==> config.mk <==
export PLATFORM = sky130hd
export DESIGN_NAME = dac_word_sender_flat
export DESIGN_NICKNAME = d
export VERILOG_FILES = /design/src/design/dac_link_pkg.sv /design/src/design/dac_link_if.sv /design/src/design/dac_word_sender.sv /design/src/design/sample_fifo.sv /design/src/flat_wrapper.sv
export SDC_FILE = /design/constraint.sdc
export NUM_CORES = 1
export LEC_CHECK = 0
export BUFFER_PORTS_ARGS = -buffer_cell sky130_fd_sc_hd__buf_2
export CAP_MARGIN = 0
export CORE_ASPECT_RATIO = 1.2
export CORE_UTILIZATION = 30
export CTS_CLUSTER_SIZE = 16
export DETAILED_ROUTE_END_ITERATION = 6
export SLEW_MARGIN = 20
export SYNTH_ARGS = -nofsm -noshare
export SYNTH_HDL_FRONTEND = slang
export SYNTH_SLANG_ARGS = --single-unit
==> constraint.sdc <==
create_clock -name clk_sys -period 8.45 [get_ports clk_sys]
set_input_delay 1.69 -clock clk_sys [delete_from_list [all_inputs] [get_ports clk_sys]]
set_output_delay 1.69 -clock clk_sys [all_outputs]
set_load 0.005 [all_outputs]
==> src/design/dac_link_pkg.sv <==
// Purpose: Shared constants and types for the serial audio word link
// Assumes: 25 MHz system clock, 16-bit two's complement words
// Notes:   Slot length is sized to sustain two channels at 176.4 kHz
package dac_link_pkg;

    localparam int WORD_W = 16;
    localparam int CHANNELS = 2;
    localparam int CLK_SYS_HZ = 25_000_000;
    localparam int CLK_SYS_NS = 40;
    localparam int SAMPLE_HZ = 176_400;
    // Longest slot that keeps the rate: rounds down
    localparam int SLOT_CYC = CLK_SYS_HZ / (CHANNELS * SAMPLE_HZ);
    localparam int BCLK_DIV = 2;
    localparam int SLOT_BITS = SLOT_CYC / BCLK_DIV;
    // Strobe falls on the bit slot after the last data bit
    localparam int LOAD_BIT = WORD_W;
    // Settle time before closing a channel switch: rounds up
    localparam int SETTLE_NS = 1500;
    localparam int SETTLE_CYC = (SETTLE_NS + CLK_SYS_NS - 1) / CLK_SYS_NS;
    localparam int FIFO_DEPTH = 8;

    typedef enum logic {CH_LEFT, CH_RIGHT} chan_e;

endpackage

==> src/design/dac_link_if.sv <==
// Purpose: Serial link between word sender and converter word loader
// Assumes: Sender makes the bit clock and drives all three wires
// Notes:   No two-way wires
`timescale 1ns/10ps
interface dac_link_if;
    logic bclk;
    logic word_load_strobe;
    logic sdata;

    modport ctrl (
        output bclk,
        output word_load_strobe,
        output sdata
    );

    modport dac (
        input bclk,
        input word_load_strobe,
        input sdata
    );
endinterface

==> src/design/dac_word_sender.sv <==
// Purpose: Controller end: bit clock, strobe and data for the converter
// Assumes: 25 MHz clk_sys; bit clock is clk_sys divided by two
// Notes:   Alternates left/right words; drives one sample switch each
`timescale 1ns/10ps

module dac_word_sender
    import dac_link_pkg::*;
#(
    parameter int DEPTH = FIFO_DEPTH,
    parameter int SETTLE = SETTLE_CYC
) (
    // Clock and reset
    input wire logic clk_sys,
    input wire logic nrst,
    input wire logic ce,
    // Sample words in, left first then right
    input wire logic s_valid,
    output logic s_ready,
    input wire logic [WORD_W-1:0] s_data,
    // Deglitcher switch controls, high closes the switch
    output logic sample_left,
    output logic sample_right,
    // Status
    output logic slot_busy,
    output logic underrun,
    // Link
    dac_link_if.ctrl link
);
    localparam int KW = $clog2(SLOT_BITS + 1);
    localparam int SW = $clog2(SETTLE + 1);
    localparam logic [KW-1:0] K_LOAD = KW'(LOAD_BIT);
    localparam logic [KW-1:0] K_LAST = KW'(SLOT_BITS - 1);
    localparam logic [SW-1:0] SETTLE_INIT = SW'(SETTLE);

    typedef enum {ST_IDLE, ST_SLOT} slot_state_e;

    slot_state_e state_r;
    logic bclk_r;
    logic strobe_r;
    logic sdata_r;
    logic [WORD_W-1:0] word_r;
    logic [KW-1:0] bit_r;
    logic [SW-1:0] settle_r;
    chan_e ch_r;
    chan_e upd_ch_r;
    logic [CHANNELS-1:0] sample_r;
    logic started_r;
    logic underrun_r;
    logic fall;
    logic start;
    logic load_fall;
    logic settled;
    logic f_valid;
    logic f_ready;
    logic [WORD_W-1:0] f_data;

    ////////////////////////////////////////////////////////////////////////
    // Word buffer
    sample_fifo #(
        .WIDTH(WORD_W),
        .DEPTH(DEPTH)
    ) u_fifo (
        .clk_sys(clk_sys),
        .nrst(nrst),
        .ce(ce),
        .in_valid(s_valid),
        .in_ready(s_ready),
        .in_data(s_data),
        .out_valid(f_valid),
        .out_ready(f_ready),
        .out_data(f_data)
    );

    // Data changes as the bit clock falls, converter samples on the rise
    assign fall = ce && bclk_r;
    assign start = fall && (state_r == ST_IDLE) && f_valid;
    assign f_ready = start;
    assign load_fall = fall && (state_r == ST_SLOT) && (bit_r == K_LOAD);
    assign settled = ce && (settle_r == SW'(1));

    assign link.bclk = bclk_r;
    assign link.word_load_strobe = strobe_r;
    assign link.sdata = sdata_r;
    assign sample_left = sample_r[CH_LEFT];
    assign sample_right = sample_r[CH_RIGHT];
    assign slot_busy = (state_r == ST_SLOT);
    assign underrun = underrun_r;

    ////////////////////////////////////////////////////////////////////////
    // Bit clock divider, runs free
    always_ff @(posedge clk_sys) begin
        if (!nrst) begin
            bclk_r <= 1'b0;
        end else if (ce) begin
            bclk_r <= ~bclk_r;
        end
    end

    ////////////////////////////////////////////////////////////////////////
    // Slot sequencer
    always_ff @(posedge clk_sys) begin
        if (!nrst) begin
            state_r <= ST_IDLE;
        end else if (fall) begin
            case (state_r)
                ST_IDLE: begin
                    if (f_valid) begin
                        state_r <= ST_SLOT;
                    end
                end
                ST_SLOT: begin
                    if (bit_r == K_LAST) begin
                        state_r <= ST_IDLE;
                    end
                end
                default: begin
                    state_r <= ST_IDLE;
                end
            endcase
        end
    end

    always_ff @(posedge clk_sys) begin
        if (!nrst) begin
            bit_r <= '0;
        end else if (start) begin
            bit_r <= KW'(1);
        end else if (fall && state_r == ST_SLOT) begin
            bit_r <= bit_r + 1'b1;
        end
    end

    ////////////////////////////////////////////////////////////////////////
    // Serial data, MSB first, zeros after the word
    always_ff @(posedge clk_sys) begin
        if (!nrst) begin
            sdata_r <= 1'b0;
            word_r <= '0;
        end else if (start) begin
            sdata_r <= f_data[WORD_W-1];
            word_r <= {f_data[WORD_W-2:0], 1'b0};
        end else if (fall && state_r == ST_SLOT) begin
            sdata_r <= word_r[WORD_W-1];
            word_r <= {word_r[WORD_W-2:0], 1'b0};
        end
    end

    ////////////////////////////////////////////////////////////////////////
    // Strobe: high over the 16 data bits, falls on the 17th edge
    always_ff @(posedge clk_sys) begin
        if (!nrst) begin
            strobe_r <= 1'b0;
        end else if (start) begin
            strobe_r <= 1'b1;
        end else if (load_fall) begin
            strobe_r <= 1'b0;
        end else if (fall && state_r == ST_IDLE) begin
            strobe_r <= 1'b0;
        end
    end

    ////////////////////////////////////////////////////////////////////////
    // Channel alternation
    always_ff @(posedge clk_sys) begin
        if (!nrst) begin
            ch_r <= CH_LEFT;
            upd_ch_r <= CH_LEFT;
        end else if (load_fall) begin
            upd_ch_r <= ch_r;
            ch_r <= (ch_r == CH_LEFT) ? CH_RIGHT : CH_LEFT;
        end
    end

    ////////////////////////////////////////////////////////////////////////
    // Settle delay after each update
    always_ff @(posedge clk_sys) begin
        if (!nrst) begin
            settle_r <= '0;
        end else if (load_fall) begin
            settle_r <= SETTLE_INIT;
        end else if (ce && settle_r != '0) begin
            settle_r <= settle_r - 1'b1;
        end
    end

    ////////////////////////////////////////////////////////////////////////
    // Deglitcher switches: both open on update, one closes when settled
    for (genvar c = 0; c < CHANNELS; c++) begin : g_switch
        always_ff @(posedge clk_sys) begin
            if (!nrst) begin
                sample_r[c] <= 1'b0;
            end else if (load_fall) begin
                sample_r[c] <= 1'b0;
            end else if (settled && upd_ch_r == chan_e'(c)) begin
                sample_r[c] <= 1'b1;
            end
        end
    end

    ////////////////////////////////////////////////////////////////////////
    // Underrun: a slot boundary with no word waiting after streaming began
    always_ff @(posedge clk_sys) begin
        if (!nrst) begin
            started_r <= 1'b0;
        end else if (start) begin
            started_r <= 1'b1;
        end
    end

    always_ff @(posedge clk_sys) begin
        if (!nrst) begin
            underrun_r <= 1'b0;
        end else if (ce) begin
            underrun_r <= fall && started_r && (state_r == ST_IDLE) &&
                          !f_valid;
        end
    end
endmodule

==> src/design/sample_fifo.sv <==
// Purpose: Word FIFO with valid/ready on both sides
// Assumes: Single clock, synchronous active-low reset
// Notes:   Depth must be a power of two
`timescale 1ns/10ps
module sample_fifo #(
    parameter int WIDTH = 16,
    parameter int DEPTH = 8
) (
    // Clock and reset
    input wire logic clk_sys,
    input wire logic nrst,
    input wire logic ce,
    // Fill side
    input wire logic in_valid,
    output logic in_ready,
    input wire logic [WIDTH-1:0] in_data,
    // Drain side
    output logic out_valid,
    input wire logic out_ready,
    output logic [WIDTH-1:0] out_data
);
    localparam int AW = $clog2(DEPTH);

    logic [WIDTH-1:0] mem [DEPTH];
    logic [AW:0] wr_ptr_r;
    logic [AW:0] rd_ptr_r;
    logic push;
    logic pop;

    assign in_ready = (wr_ptr_r[AW] == rd_ptr_r[AW]) ||
                      (wr_ptr_r[AW-1:0] != rd_ptr_r[AW-1:0]);
    assign out_valid = (wr_ptr_r != rd_ptr_r);
    assign push = ce && in_valid && in_ready;
    assign pop = ce && out_valid && out_ready;
    assign out_data = mem[rd_ptr_r[AW-1:0]];

    ////////////////////////////////////////////////////////////////////////
    // Storage
    always_ff @(posedge clk_sys) begin
        if (push) begin
            mem[wr_ptr_r[AW-1:0]] <= in_data;
        end
    end

    ////////////////////////////////////////////////////////////////////////
    // Pointers
    always_ff @(posedge clk_sys) begin
        if (!nrst) begin
            wr_ptr_r <= '0;
        end else if (push) begin
            wr_ptr_r <= wr_ptr_r + 1'b1;
        end
    end

    always_ff @(posedge clk_sys) begin
        if (!nrst) begin
            rd_ptr_r <= '0;
        end else if (pop) begin
            rd_ptr_r <= rd_ptr_r + 1'b1;
        end
    end
endmodule

==> src/flat_wrapper.sv <==
// flat-port wrapper written by rule: the top's interface ports become plain ports
module dac_word_sender_flat import dac_link_pkg::*;
#(
    parameter int DEPTH = FIFO_DEPTH,
    parameter int SETTLE = SETTLE_CYC
)
  (clk_sys, nrst, ce, s_valid, s_ready, s_data, sample_left, sample_right, slot_busy, underrun, link_bclk, link_word_load_strobe, link_sdata);
  dac_link_if link_i ();
  input wire logic clk_sys;
  input wire logic nrst;
  input wire logic ce;
  input wire logic s_valid;
  output logic s_ready;
  input wire logic [WORD_W-1:0] s_data;
  output logic sample_left;
  output logic sample_right;
  output logic slot_busy;
  output logic underrun;
  output wire logic [$bits(link_i.bclk)-1:0] link_bclk;
  output wire logic [$bits(link_i.word_load_strobe)-1:0] link_word_load_strobe;
  output wire logic [$bits(link_i.sdata)-1:0] link_sdata;
  assign link_bclk = link_i.bclk;
  assign link_word_load_strobe = link_i.word_load_strobe;
  assign link_sdata = link_i.sdata;
  dac_word_sender #(.DEPTH(DEPTH), .SETTLE(SETTLE)) u_core (.clk_sys(clk_sys), .nrst(nrst), .ce(ce), .s_valid(s_valid), .s_ready(s_ready), .s_data(s_data), .sample_left(sample_left), .sample_right(sample_right), .slot_busy(slot_busy), .underrun(underrun), .link(link_i));
endmodule
=== Word-level counts from Yosys, hierarchy flattened ===
Memory sizes are Yosys's and may differ from the RTL's. A register that Yosys moved wholly into a read port is not among the register bits.
Cells that the tools add are included.

* Register bits after elaboration: 76
* Bits in writable memories: 128
* Input port bits: 20
* Output and inout port bits: 8
* Word-level logic and storage cells: 81
* Memories kept: 1

* Add/subtract/negate cells: 4
* Eq/ne operators: 10
* Mux-type cells: 19
* Bitwise logic cells: 3
* Reduce and logical (&&, ||, !) cells: 27

{| class="wikitable"
|+ Memory list
! name !! depth !! width !! rd ports !! clocked after memory_dff !! write ports !! line !! source
|-
| u_core.u_fifo.mem || 8 || 16 || 1 || 1 || 1 || sample_fifo.sv:24 || <nowiki>logic [WIDTH-1:0] mem [DEPTH];</nowiki>
|}

{| class="wikitable"
|+ Operators by type and width
! kind !! count
|-
| 32-bit logical NOT || 2
|-
| 32-bit 2-to-1 mux || 2
|-
| 32-bit one-hot mux with 2 select lines || 1
|-
| 32-bit by 1-bit == test with 1-bit output, second input constant || 1
|-
| 32-bit by 2-bit == test with 1-bit output, second input constant || 1
|-
| 16-bit 2-to-1 mux || 2
|-
| 1-bit logical AND || 16
|-
| 6-bit 2-to-1 mux || 2
|-
| 1-bit 2-to-1 mux || 10
|-
| 4-bit by 1-bit adder with 4-bit output, second input constant || 2
|-
| 6-bit by 1-bit adder with 6-bit output, second input constant || 1
|-
| 6-bit by 1-bit == test with 1-bit output, second input constant || 1
|-
| 6-bit by 5-bit == test with 1-bit output, second input constant || 1
|-
| 6-bit == test, second input constant || 1
|-
| 3-bit 2-to-1 mux || 2
|-
| 6-bit nonzero test || 1
|-
| 6-bit by 1-bit subtractor with 6-bit output, second input constant || 1
|-
| 2-bit by 1-bit inequality test with 1-bit output, second input constant || 2
|-
| 4-bit inequality test || 1
|-
| 2-bit nonzero test || 2
|-
| 2-bit OR reduction || 2
|-
| 3-bit inequality test || 1
|-
| 1-bit inverter || 3
|-
| 3-bit AND reduction || 1
|-
| other kinds (4) || 4
|}

=== Longest topological paths before layout ===
Gate-level depths: netlist (run 1).

* Word-level depth: 6
* Mapped depth: 7
* Gate-level depth less buffers: 6

=== By module ===
From an unflattened synthesis (run 1), not the netlist that was laid out.

* Cell total of the unflattened synthesis: 441
* Area total of the unflattened synthesis: 7100.6 µm²

{| class="wikitable"
|+ By module, submodules not included
! module !! instances !! cells each !! area each (µm²) !! seq. area each (µm²)
|-
| sample_fifo || 1 || 262 || 5403.9 || 4063.9
|-
| dac_word_sender || 1 || 179 || 1696.6 || 740.7
|}

=== Least setup slack after synthesis (run 1) ===
No wires, ideal clock.

* Path kind: input -> register
* Start: input port ce
* End: memory u_core.u_fifo.mem[0][0] (enable)
* Setup time: 0.409 ns
* Arrival: 3.510 ns
* Data required time: 8.041 ns
* Slack: 4.531 ns
* Stages: 5
* Path buffers: 1
* Cells stage by stage: buf_2 -> and2_1 -> o41a_1 -> nand2b_1 -> nor3_1

* Cells in the longest elaborated chain, start to end: 4

{| class="wikitable"
|+ Ends and longest elaborated chain
! item !! line !! source
|-
| from (decl) || flat_wrapper.sv:11 || <nowiki>input wire logic ce;</nowiki>
|-
| 1-bit logical AND (2 in a row) || sample_fifo.sv:33 || <nowiki>assign push = ce && in_valid && in_ready;</nowiki>
|-
| 1-bit 2-to-1 mux || sample_fifo.sv:40 || <nowiki>if (push) begin</nowiki>
|-
| 1-bit 2-to-1 mux (implied by the code) || sample_fifo.sv:41 || <nowiki>mem[wr_ptr_r[AW-1:0]] <= in_data;</nowiki>
|-
| to (decl) || sample_fifo.sv:24 ||
|}

Every way passes these cells.

=== Worst setup path after layout (run 1) ===
* Start: register u_core.u_fifo.wr_ptr_r[1]
* End: output port s_ready

* Cells in the longest elaborated chain, start to end: 2

{| class="wikitable"
|+ Ends and longest elaborated chain
! item !! line !! source
|-
| from (decl) || sample_fifo.sv:25 || <nowiki>logic [AW:0] wr_ptr_r;</nowiki>
|-
| from (signal assigned) || sample_fifo.sv:51 || <nowiki>wr_ptr_r <= wr_ptr_r + 1'b1;</nowiki>
|-
| 3-bit inequality test || sample_fifo.sv:31 || <nowiki>(wr_ptr_r[AW-1:0] != rd_ptr_r[AW-1:0]);</nowiki>
|-
| 1-bit logical OR || sample_fifo.sv:30 || <nowiki>assign in_ready = (wr_ptr_r[AW] == rd_ptr_r[AW]) ||</nowiki>
|-
| to (decl) || flat_wrapper.sv:13 || <nowiki>output logic s_ready;</nowiki>
|}

Every way passes these cells.

==> impl_metrics.ini, run 1 <==
[sta]
fin_ws_ns = 4.91
tightest_slew_ns = 1.08
period_share_pct = 41.9
setup_viol = 0
fin_setup_tns_ns = 0
drv_slew = 0
slew_headroom_pct = 28.1
min_period_ns = 3.54
clock_skew_ns = 0.00745
finalHoldViolCount = 0
rsz0062_at_grt = false
hold_slack_ns = 0.457
max_freq_ghz = 0.282

[finish]
most-common-layout-cells = 128 x edfxtp_1, 46 x dfxtp_1, 32 x mux4_2
stdcell_count = 802
syn2layout_area_growth_pct = 15.5
final_common_cell = edfxtp_1
multiInputGateArea_mm2 = 0.00211
seq_area_mm2 = 0.00481
fin_nets = 500
filler_cell_count = 2147
drive_gt1_share_pct = 22.4

[drt]
dr.pass1.iters = 4
drcViolationCount = 0
wl_per_cell_um = 16.0
postRouteAntennaNets = 0
vias = 3654
wl_um = 12800
drt_iter0_markers = 292
detail_route.vias_per_cell = 4.56

[placement]
place_hpwl_um = 7920
place_congestion = 0.753
place_inst = 769
port_buffers = 27
place_ws_ns = 4.92

[logic_synthesis]
syn_inst = 442
synth_ff_type = edfxtp_1
netlist_area_mm2 = 0.00706
ys_ff_latch = 176
synth.avg_cell_area_um2 = 16.0
yosys_warnings = 0
synth_cell_types = 44
seq_area_frac_synth_pct = 68.1
syn_nets = 469
synth_enable_flop_cells = 128
async_flop_share_pct = 0

[cts]
insertion_delay_ns = 0.42
cts_resized = 0
root_buffer = clkbuf_16
clock_sinks = 176
cts_buffers = 17
path_clk_slew_ns = 0.07
hold_buffers = 0
post-cts-setup-buffers = 0
clockBufferDepth = 2
cts_tree = yes
cts_max_level = 4

[worst_setup_path]
critPathArrivalTime_ns = 1.85
cp_max_fo = 9
start_kind = flip-flop
rr_worst_depth = 4
crit_path_end_kind = primary output
criticalPathCategory = reg2out
crit_required_ns = 6.76

[die]
die_area_mm2 = 0.0241
start_util_pct = 30.5
core-area_mm2 = 0.0231
die_h_um = 170
die_w_um = 142
num_rows = 61
io-pin-count = 28

[outcome]
outcome = finished, final reports clean

[grt]
grt_use_total_pct = 11.5
grt_pass1_wl_um = 20600
antenna_found_initial = 1
grt_max_degree = 43
overflow = 0
grt_pass1_vias = 3784

[power]
power.total_uw = 1870
p_leak_uw = 0.00273
powerDensity_mw_per_mm2 = 229
irDropWorstVdd_mv = 0.110

[run]
cap_violations = 0

[hold_path]
whs_path_depth = 2
worstHoldPathType = reg2reg
-- worst max-delay path: stages (launching register included) --
cell     delay, ns
dfxtp_1       0.56
xor2_2        0.18
or4_1         0.54
buf_2         0.14
-- kinds of logic (layout without fill, tap and decap cells) --
| family | count (synthesis) | in the layout | share of synthesized area, % |
|---|---|---|---|
| AND/OR/NAND/NOR | 100 | 100 | 7.59 |
| AO/OA/AOI/OAI | 54 | 54 | 5.35 |
| multiplexers | 55 | 55 | 13.5 |
| XOR/XNOR | 16 | 16 | 2.09 |
| other | 0 | 1 | 0 |
| adder cells (fa/ha/maj) | 7 | 7 | 1.24 |
| flip-flops | 176 | 176 | 68.1 |
| buffers and inverters | 34 | 78 | 2.16 |
-- area by class of cell --
class	count	share of cell area (%)
flip-flops and latches	176	58.9
multi-input cells	232	25.9
clock buffers	17	5.22
well taps	315	4.83
repair buffers	36	2.49
clock inverters	15	2.15
inverters	10	0.460
diodes	1	0.0307
-- final timing paths --
path | startpoint | end | slack (ns)
worst max-delay path | u_core.u_fifo.wr_ptr_r[1] | s_ready | 4.91
worst min-delay path | u_core.sample_left | u_core.sample_left | 0.46
worst max register to register | u_core.u_fifo.wr_ptr_r[2] | u_core.u_fifo.mem[7][0] | 6.02
worst min register to register | u_core.sample_left | u_core.sample_left | 0.46
-- cell usage after synthesis, types with 5 or more instances --
master | instances | area share, %
ha_1 | 7 | 1.2
xnor2_1 | 6 | 0.74
mux2i_1 | 22 | 3.1
o21ai_0 | 17 | 1.2
nand2_1 | 27 | 1.4
mux4_2 | 32 | 10
dfxtp_1 | 48 | 14
inv_1 | 10 | 0.53
nand2b_1 | 6 | 0.53
clkbuf_1 | 10 | 0.53
nor2_1 | 16 | 0.85
edfxtp_1 | 128 | 54
nor2b_1 | 5 | 0.44
buf_2 | 9 | 0.64
xor2_1 | 9 | 1.1
o21a_1 | 16 | 1.7
and3_1 | 18 | 1.6
a21oi_1 | 5 | 0.35
a21boi_0 | 8 | 0.85
and2_1 | 5 | 0.44
-- power breakdown --
part | switching, uW | internal (uW)
clock network | 341 | 446
logic | 63.3 | 54.6
registers | 18.1 | 946
total | 422 | 1450
-- per-stage QoR --
step | instance area [um2] | util, %
after CTS | 8150 | 35.3
after detailed placement | 7550 | 32.7
final | 8160 | 35.3
after global routing | 8150 | 35.3
after global placement | 7550 | 32.7
after floorplan | 7060 | -
-- per-layer routing --
layer | track usage, % | routed length, um | up-vias | share of wire [%]
met1 | 13.7 | 5620 | 1833 | 44
met5 | 0 | 0 | - | 0
met2 | 19.6 | 6590 | 58 | 51
met4 | 4.63 | 183 | 0 | 1.4
li1 | - | - | 1750 | -
met3 | 2.90 | 416 | 13 | 3.2
-- state kept, by name (all words and copies together), names as in the netlist, 4 cells and up, named ones only --
| register | flops |
|---|---|
| u_core.settle_r | 6 |
| u_core.u_fifo.wr_ptr_r | 4 |
| u_core.u_fifo.mem | 128 |
| u_core.word_r | 15 |
| u_core.bit_r | 6 |
| u_core.u_fifo.rd_ptr_r | 4 |
Note: power is estimated with default switching activity, not from simulation.
==> run 2, diff against run 1 <==
==> constraint.sdc (replaced) <==
create_clock -name clk_sys -period 3.2 [get_ports clk_sys]
set_input_delay 0.64 -clock clk_sys [delete_from_list [all_inputs] [get_ports clk_sys]]
set_output_delay 0.64 -clock clk_sys [all_outputs]
set_load 0.005 [all_outputs]
==> run 2 against run 1 <==
Compared with the run above:
- die area is the same
- clock-buffer cell count rose by 3
- critical endpoint unchanged
- routed wire length up 4.0%
- clock power rose to 2.8 times the previous value
- critical path type unchanged
- non-clock buffer count is 5 higher
==> impl_metrics.ini, run 2 (same netlist as run 1, synthesis figures left out) <==
[sta]
period_share_pct = 78.2
fin_ws_ns = 0.696
max_freq_ghz = 0.399
rsz0062_at_grt = false
fin_setup_tns_ns = 0
drv_slew = 0
min_period_ns = 2.50
tightest_slew_ns = 1.06
slew_headroom_pct = 29.0
clock_skew_ns = 0.00948
setup_viol = 0
finalHoldViolCount = 0

[finish]
multiInputGateArea_mm2 = 0.00211
drive_gt1_share_pct = 22.4
filler_cell_count = 2161
stdcell_area_mm2 = 0.00823
most-common-layout-cells = 128 x edfxtp_1, 47 x dfxtp_1, 32 x mux4_2
syn2layout_area_growth_pct = 16.5
fin_nets = 505
final_common_cell = edfxtp_1
largest_reg_flops = 128
seq_area_mm2 = 0.00481

[placement]
place_congestion = 0.718
place_hpwl_um = 8110
place_area_mm2 = 0.00760
place_ws_ns = 0.695
port_buffers = 27

[hold_path]
hold_end = u_core.sample_left
whs_path_depth = 2
hp-start = u_core.sample_left
worstHoldPathType = reg2reg

[die]
die_w_um = 142
core-area_mm2 = 0.0231
io-pin-count = 28
die_area_mm2 = 0.0241
die_h_um = 170
num_rows = 61
start_util_pct = 30.5

[cts]
clock_sinks = 176
root_buffer = clkbuf_16
cts_max_level = 4
insertion_delay_ns = 0.42
cts_tree = yes
hold_buffers = 0
cts_buffers = 17
path_clk_slew_ns = 0.06
post-cts-setup-buffers = 0
clockBufferDepth = 2
cts_resized = 0

[drt]
detail_route.vias_per_cell = 4.67
wl_per_cell_um = 16.5
postRouteAntennaNets = 0
dr.pass1.iters = 4
vias = 3768
wl_um = 13300
drt_iter0_markers = 234
drcViolationCount = 0

[worst_setup_path]
rrSetupSlack_ns = 0.70
r2r_start = u_core.u_fifo.wr_ptr_r[1]
cp_max_fo = 9
crit_path_end_kind = primary output
crit_start = u_core.u_fifo.wr_ptr_r[1]
rr_worst_depth = 5
crit_required_ns = 2.56
r2r_end = u_core.word_r[6]
criticalPathCategory = reg2out
start_kind = flip-flop
critPathArrivalTime_ns = 1.86

[power]
power.total_uw = 5030
powerDensity_mw_per_mm2 = 611
p_leak_uw = 0.00276
irDropWorstVdd_mv = 0.317

[grt]
overflow = 0
grt_pass1_wl_um = 21500
grt_pass1_vias = 3994
grt_max_degree = 43
grt_use_total_pct = 12.0
antenna_found_initial = 1

[run]
cap_violations = 0

[outcome]
outcome = finished, final reports clean
[run 2: cell types whose count changed in the layout (fill, tap and decap cells not counted)]
cell        before  now
dfxtp_1         46   47
clkinvlp_4       2    4
bufinv_16        2    4
clkbuf_1         0    3
inv_6            4    3
clkinv_2         1    0
inv_8            3    0
buf_4            9   13
clkinv_4         3    1
buf_12           0    1
dfxtp_2          2    1
[run 2: per-layer routing]
layer | global-route usage [%] | part of all wire (%)
met5 | 0 | 0
met4 | 5.80 | 2.4
met3 | 3.18 | 3.4
met2 | 20.8 | 52
met1 | 13.8 | 42
[run 2: critical path: stages, from the launching register on]
cell     delay, ns
dfxtp_1       0.54
xor2_2        0.18
or4_1         0.57
buf_2         0.15
[run 2: worst max path at each step]
stage | end | cells after the start | slack (ns)
6_report | s_ready | 3 | 0.70
3_3_place_gp | u_core.link.sdata | 5 | 0.81
2_1_floorplan | u_core.u_fifo.mem[0][0] | 5 | 0.33
4_1_cts | s_ready | 3 | 0.67
5_1_grt | u_core.bit_r[1] | 5 | 0.50
3_5_place_dp | u_core.bit_r[1] | 5 | 0.69
[run 2: per-stage QoR]
step | utilization (%) | cells | hold WS, ns
6_report | 35.6 | 807 | 0.452
5_1_grt | 35.6 | 806 | 0.474
4_1_cts | 35.6 | 806 | 0.458
3_5_place_dp | 32.9 | 774 | 0.449
3_3_place_gp | 32.9 | 774 | 0.437
2_1_floorplan | - | 442 | 0.435
[run 2: area by class of cell]
type / count / area share (%)
clock inverter: 12 / 2.25
tap: 315 / 4.79
antenna: 1 / 0.0304
clock buffer: 20 / 5.31
sequential: 176 / 58.4
inverter: 10 / 0.456
timing repair buffer: 41 / 3.07
multi-input combinational: 232 / 25.7
[run 2: power by group]
part | internal, uW | switching, uW
registers | 2500 | 43.0
logic | 144 | 175
clock network | 1320 | 853
==> run 3, diff against run 2 <==
==> constraint.sdc (replaced) <==
create_clock -name clk_sys -period 2 [get_ports clk_sys]
set_input_delay 0.4 -clock clk_sys [delete_from_list [all_inputs] [get_ports clk_sys]]
set_output_delay 0.4 -clock clk_sys [all_outputs]
set_load 0.005 [all_outputs]
==> run 3 against run 2 <==
Compared with the run above:
- design area increased by 3.7%
- the run now ends with setup timing left
- die area unchanged
- sequential cell count unchanged
- via count unchanged
- first-iteration DRC count rose by 13%
- non-clock buffer count grew 16
- power increased by 54%
- clock skew up 0.0038 ns
- utilization is 1.3 points higher
- routed wire length is 1.8% lower
- highest routed layer is now met5
- critical path depth unchanged
- worst hold slack lost 0.19 ns
==> impl_metrics.ini, run 3 (same netlist as run 1, synthesis figures left out) <==
[outcome]
outcome = finished with violations
violations = setup timing

[worst_setup_path]
cp_max_fo = 2
slowest_delay_ns = 0.54
critPathArrivalTime_ns = 1.64
crit_slowest_cell = or4_4
start_kind = flip-flop
criticalPathCategory = reg2out
rrSetupSlack_ns = 0.09
crit_path_end_kind = primary output
r2r_start = u_core.u_fifo.wr_ptr_r[0]
crit_required_ns = 1.60
crit_chain = xor2_4 > or4_4 > buf_6
r2r_end = u_core.u_fifo.mem[5][7]
rr_worst_depth = 6

[sta]
slew_headroom_pct = 71.3
fin_ws_ns = -0.0371
finalHoldViolCount = 0
min_period_ns = 2.04
fin_setup_tns_ns = -0.0371
setup_viol = 1
drv_slew = 0
period_share_pct = 102
hold_slack_ns = 0.262
max_freq_ghz = 0.491
tightest_slew_ns = 0.431
clock_skew_ns = 0.0133
rsz0062_at_grt = true

[hold_path]
worstHoldPathType = in2reg
hold_end = u_core.u_fifo.mem[5][11]
hp-start = s_data[11]
whs_path_depth = 1

[die]
die_area_mm2 = 0.0241
num_rows = 61
start_util_pct = 30.5
die_h_um = 170
die_w_um = 142
io-pin-count = 28
core-area_mm2 = 0.0231

[placement]
place_area_mm2 = 0.00791
port_buffers = 27
place_inst = 785
place_congestion = 0.738
place_hpwl_um = 8860

[grt]
grt_pass1_wl_um = 21200
antenna_found_initial = 1
grt_pass1_vias = 3989
grt_use_total_pct = 11.7
grt_max_degree = 37
overflow = 0

[power]
p_leak_uw = 0.00286
p_int_uw = 5910
irDropWorstVdd_mv = 0.409
netSwitchingPower_uw = 1820
pwr-share-comb_pct = 7.5
powerDensity_mw_per_mm2 = 906
switching_share_pct = 23.6
clockPowerShare_pct = 39.9
seqPwrFrac_pct = 52.5

[finish]
n_antenna_cell = 0
stdcell_count = 822
final_common_cell = edfxtp_1
largest_reg_flops = 128
syn2layout_area_growth_pct = 20.9
fin_nets = 521
final_util_pct = 36.9
drive_gt1_share_pct = 28.2
filler_cell_count = 2126
most-common-layout-cells = 128 x edfxtp_1, 42 x dfxtp_1, 32 x mux4_2
stdcell_area_mm2 = 0.00853

[cts]
cts_buffers = 17
insertion_delay_ns = 0.42
root_buffer = clkbuf_16
clock_sinks = 176
path_clk_slew_ns = 0.07
cts_max_level = 4
cts_tree = yes
clockBufferDepth = 2

[drt]
detail_route.vias_per_cell = 4.58
vias = 3768
dr.pass1.iters = 4
wl_per_cell_um = 15.9
drcViolationCount = 0
drt_iter0_markers = 265
wl_um = 13100
postRouteAntennaNets = 0

[run]
cap_violations = 0
[run 3: worst max path at each step]
stage                                         start                       to  slack, ns  cells after the start
after global placement    u_core.u_fifo.rd_ptr_r[1]  u_core.u_fifo.mem[0][3]       0.15                      5
after floorplan           u_core.u_fifo.wr_ptr_r[1]  u_core.u_fifo.mem[5][0]      -0.03                      5
after CTS                 u_core.u_fifo.wr_ptr_r[2]                  s_ready      -0.05                      3
final                     u_core.u_fifo.wr_ptr_r[0]                  s_ready      -0.04                      3
after global routing      u_core.u_fifo.wr_ptr_r[2]                  s_ready      -0.08                      3
after detailed placement  u_core.u_fifo.rd_ptr_r[1]  u_core.u_fifo.mem[0][3]       0.08                      5
[run 3: power by group through the flow]
stage               Sequential, uW  Clock [uW]  Combinational, uW
finish                        4060        3090                584
global route                  4070        3290                656
CTS                           4060        3160                591
detailed placement            4140           0                581
global placement              4140           0                559
floorplan                     4130           0                387
[run 3: what timing repair did]
item,in CTS,in global routing
hold buffers,0,0
endpoints found under the setup margin,1,1
gates resized for setup,9,0
pin swaps,2,0
setup buffers,5,0
[run 3: cell type report]
cell class / count / area [um2] / share of cell area (%)
clock inverters: 15 / 126 / 1.48
repair buffers: 57 / 517 / 6.06
inverters: 10 / 37.5 / 0.440
well taps: 315 / 394 / 4.62
clock buffers: 17 / 425 / 4.99
flip-flops and latches: 176 / 4820 / 56.5
multi-input cells: 232 / 2210 / 25.9
[run 3: metal layers]
layer	global-route usage, %	vias up	wire length (um)
met5	0	-	10
met4	5.52	2	233
met1	14.7	1888	5930
met3	2.53	19	472
met2	19.2	64	6440
li1	-	1795	-
[run 3: critical path: cells and delay by family (launching register included)]
kind	cells	cell delay (ns)
xor gates and xnor gates	1	0.18
buffers and inverters	1	0.13
DFF	1	0.37
and+or+nand+nor	1	0.54
[run 3: metrics by stage]
step                power (uW)  setup slack, ns
finish                    7730          -0.0371
global route              8020          -0.0770
CTS                       7810          -0.0547
detailed placement        4730           0.0849
global placement          4700            0.147
floorplan                 4520          -0.0323
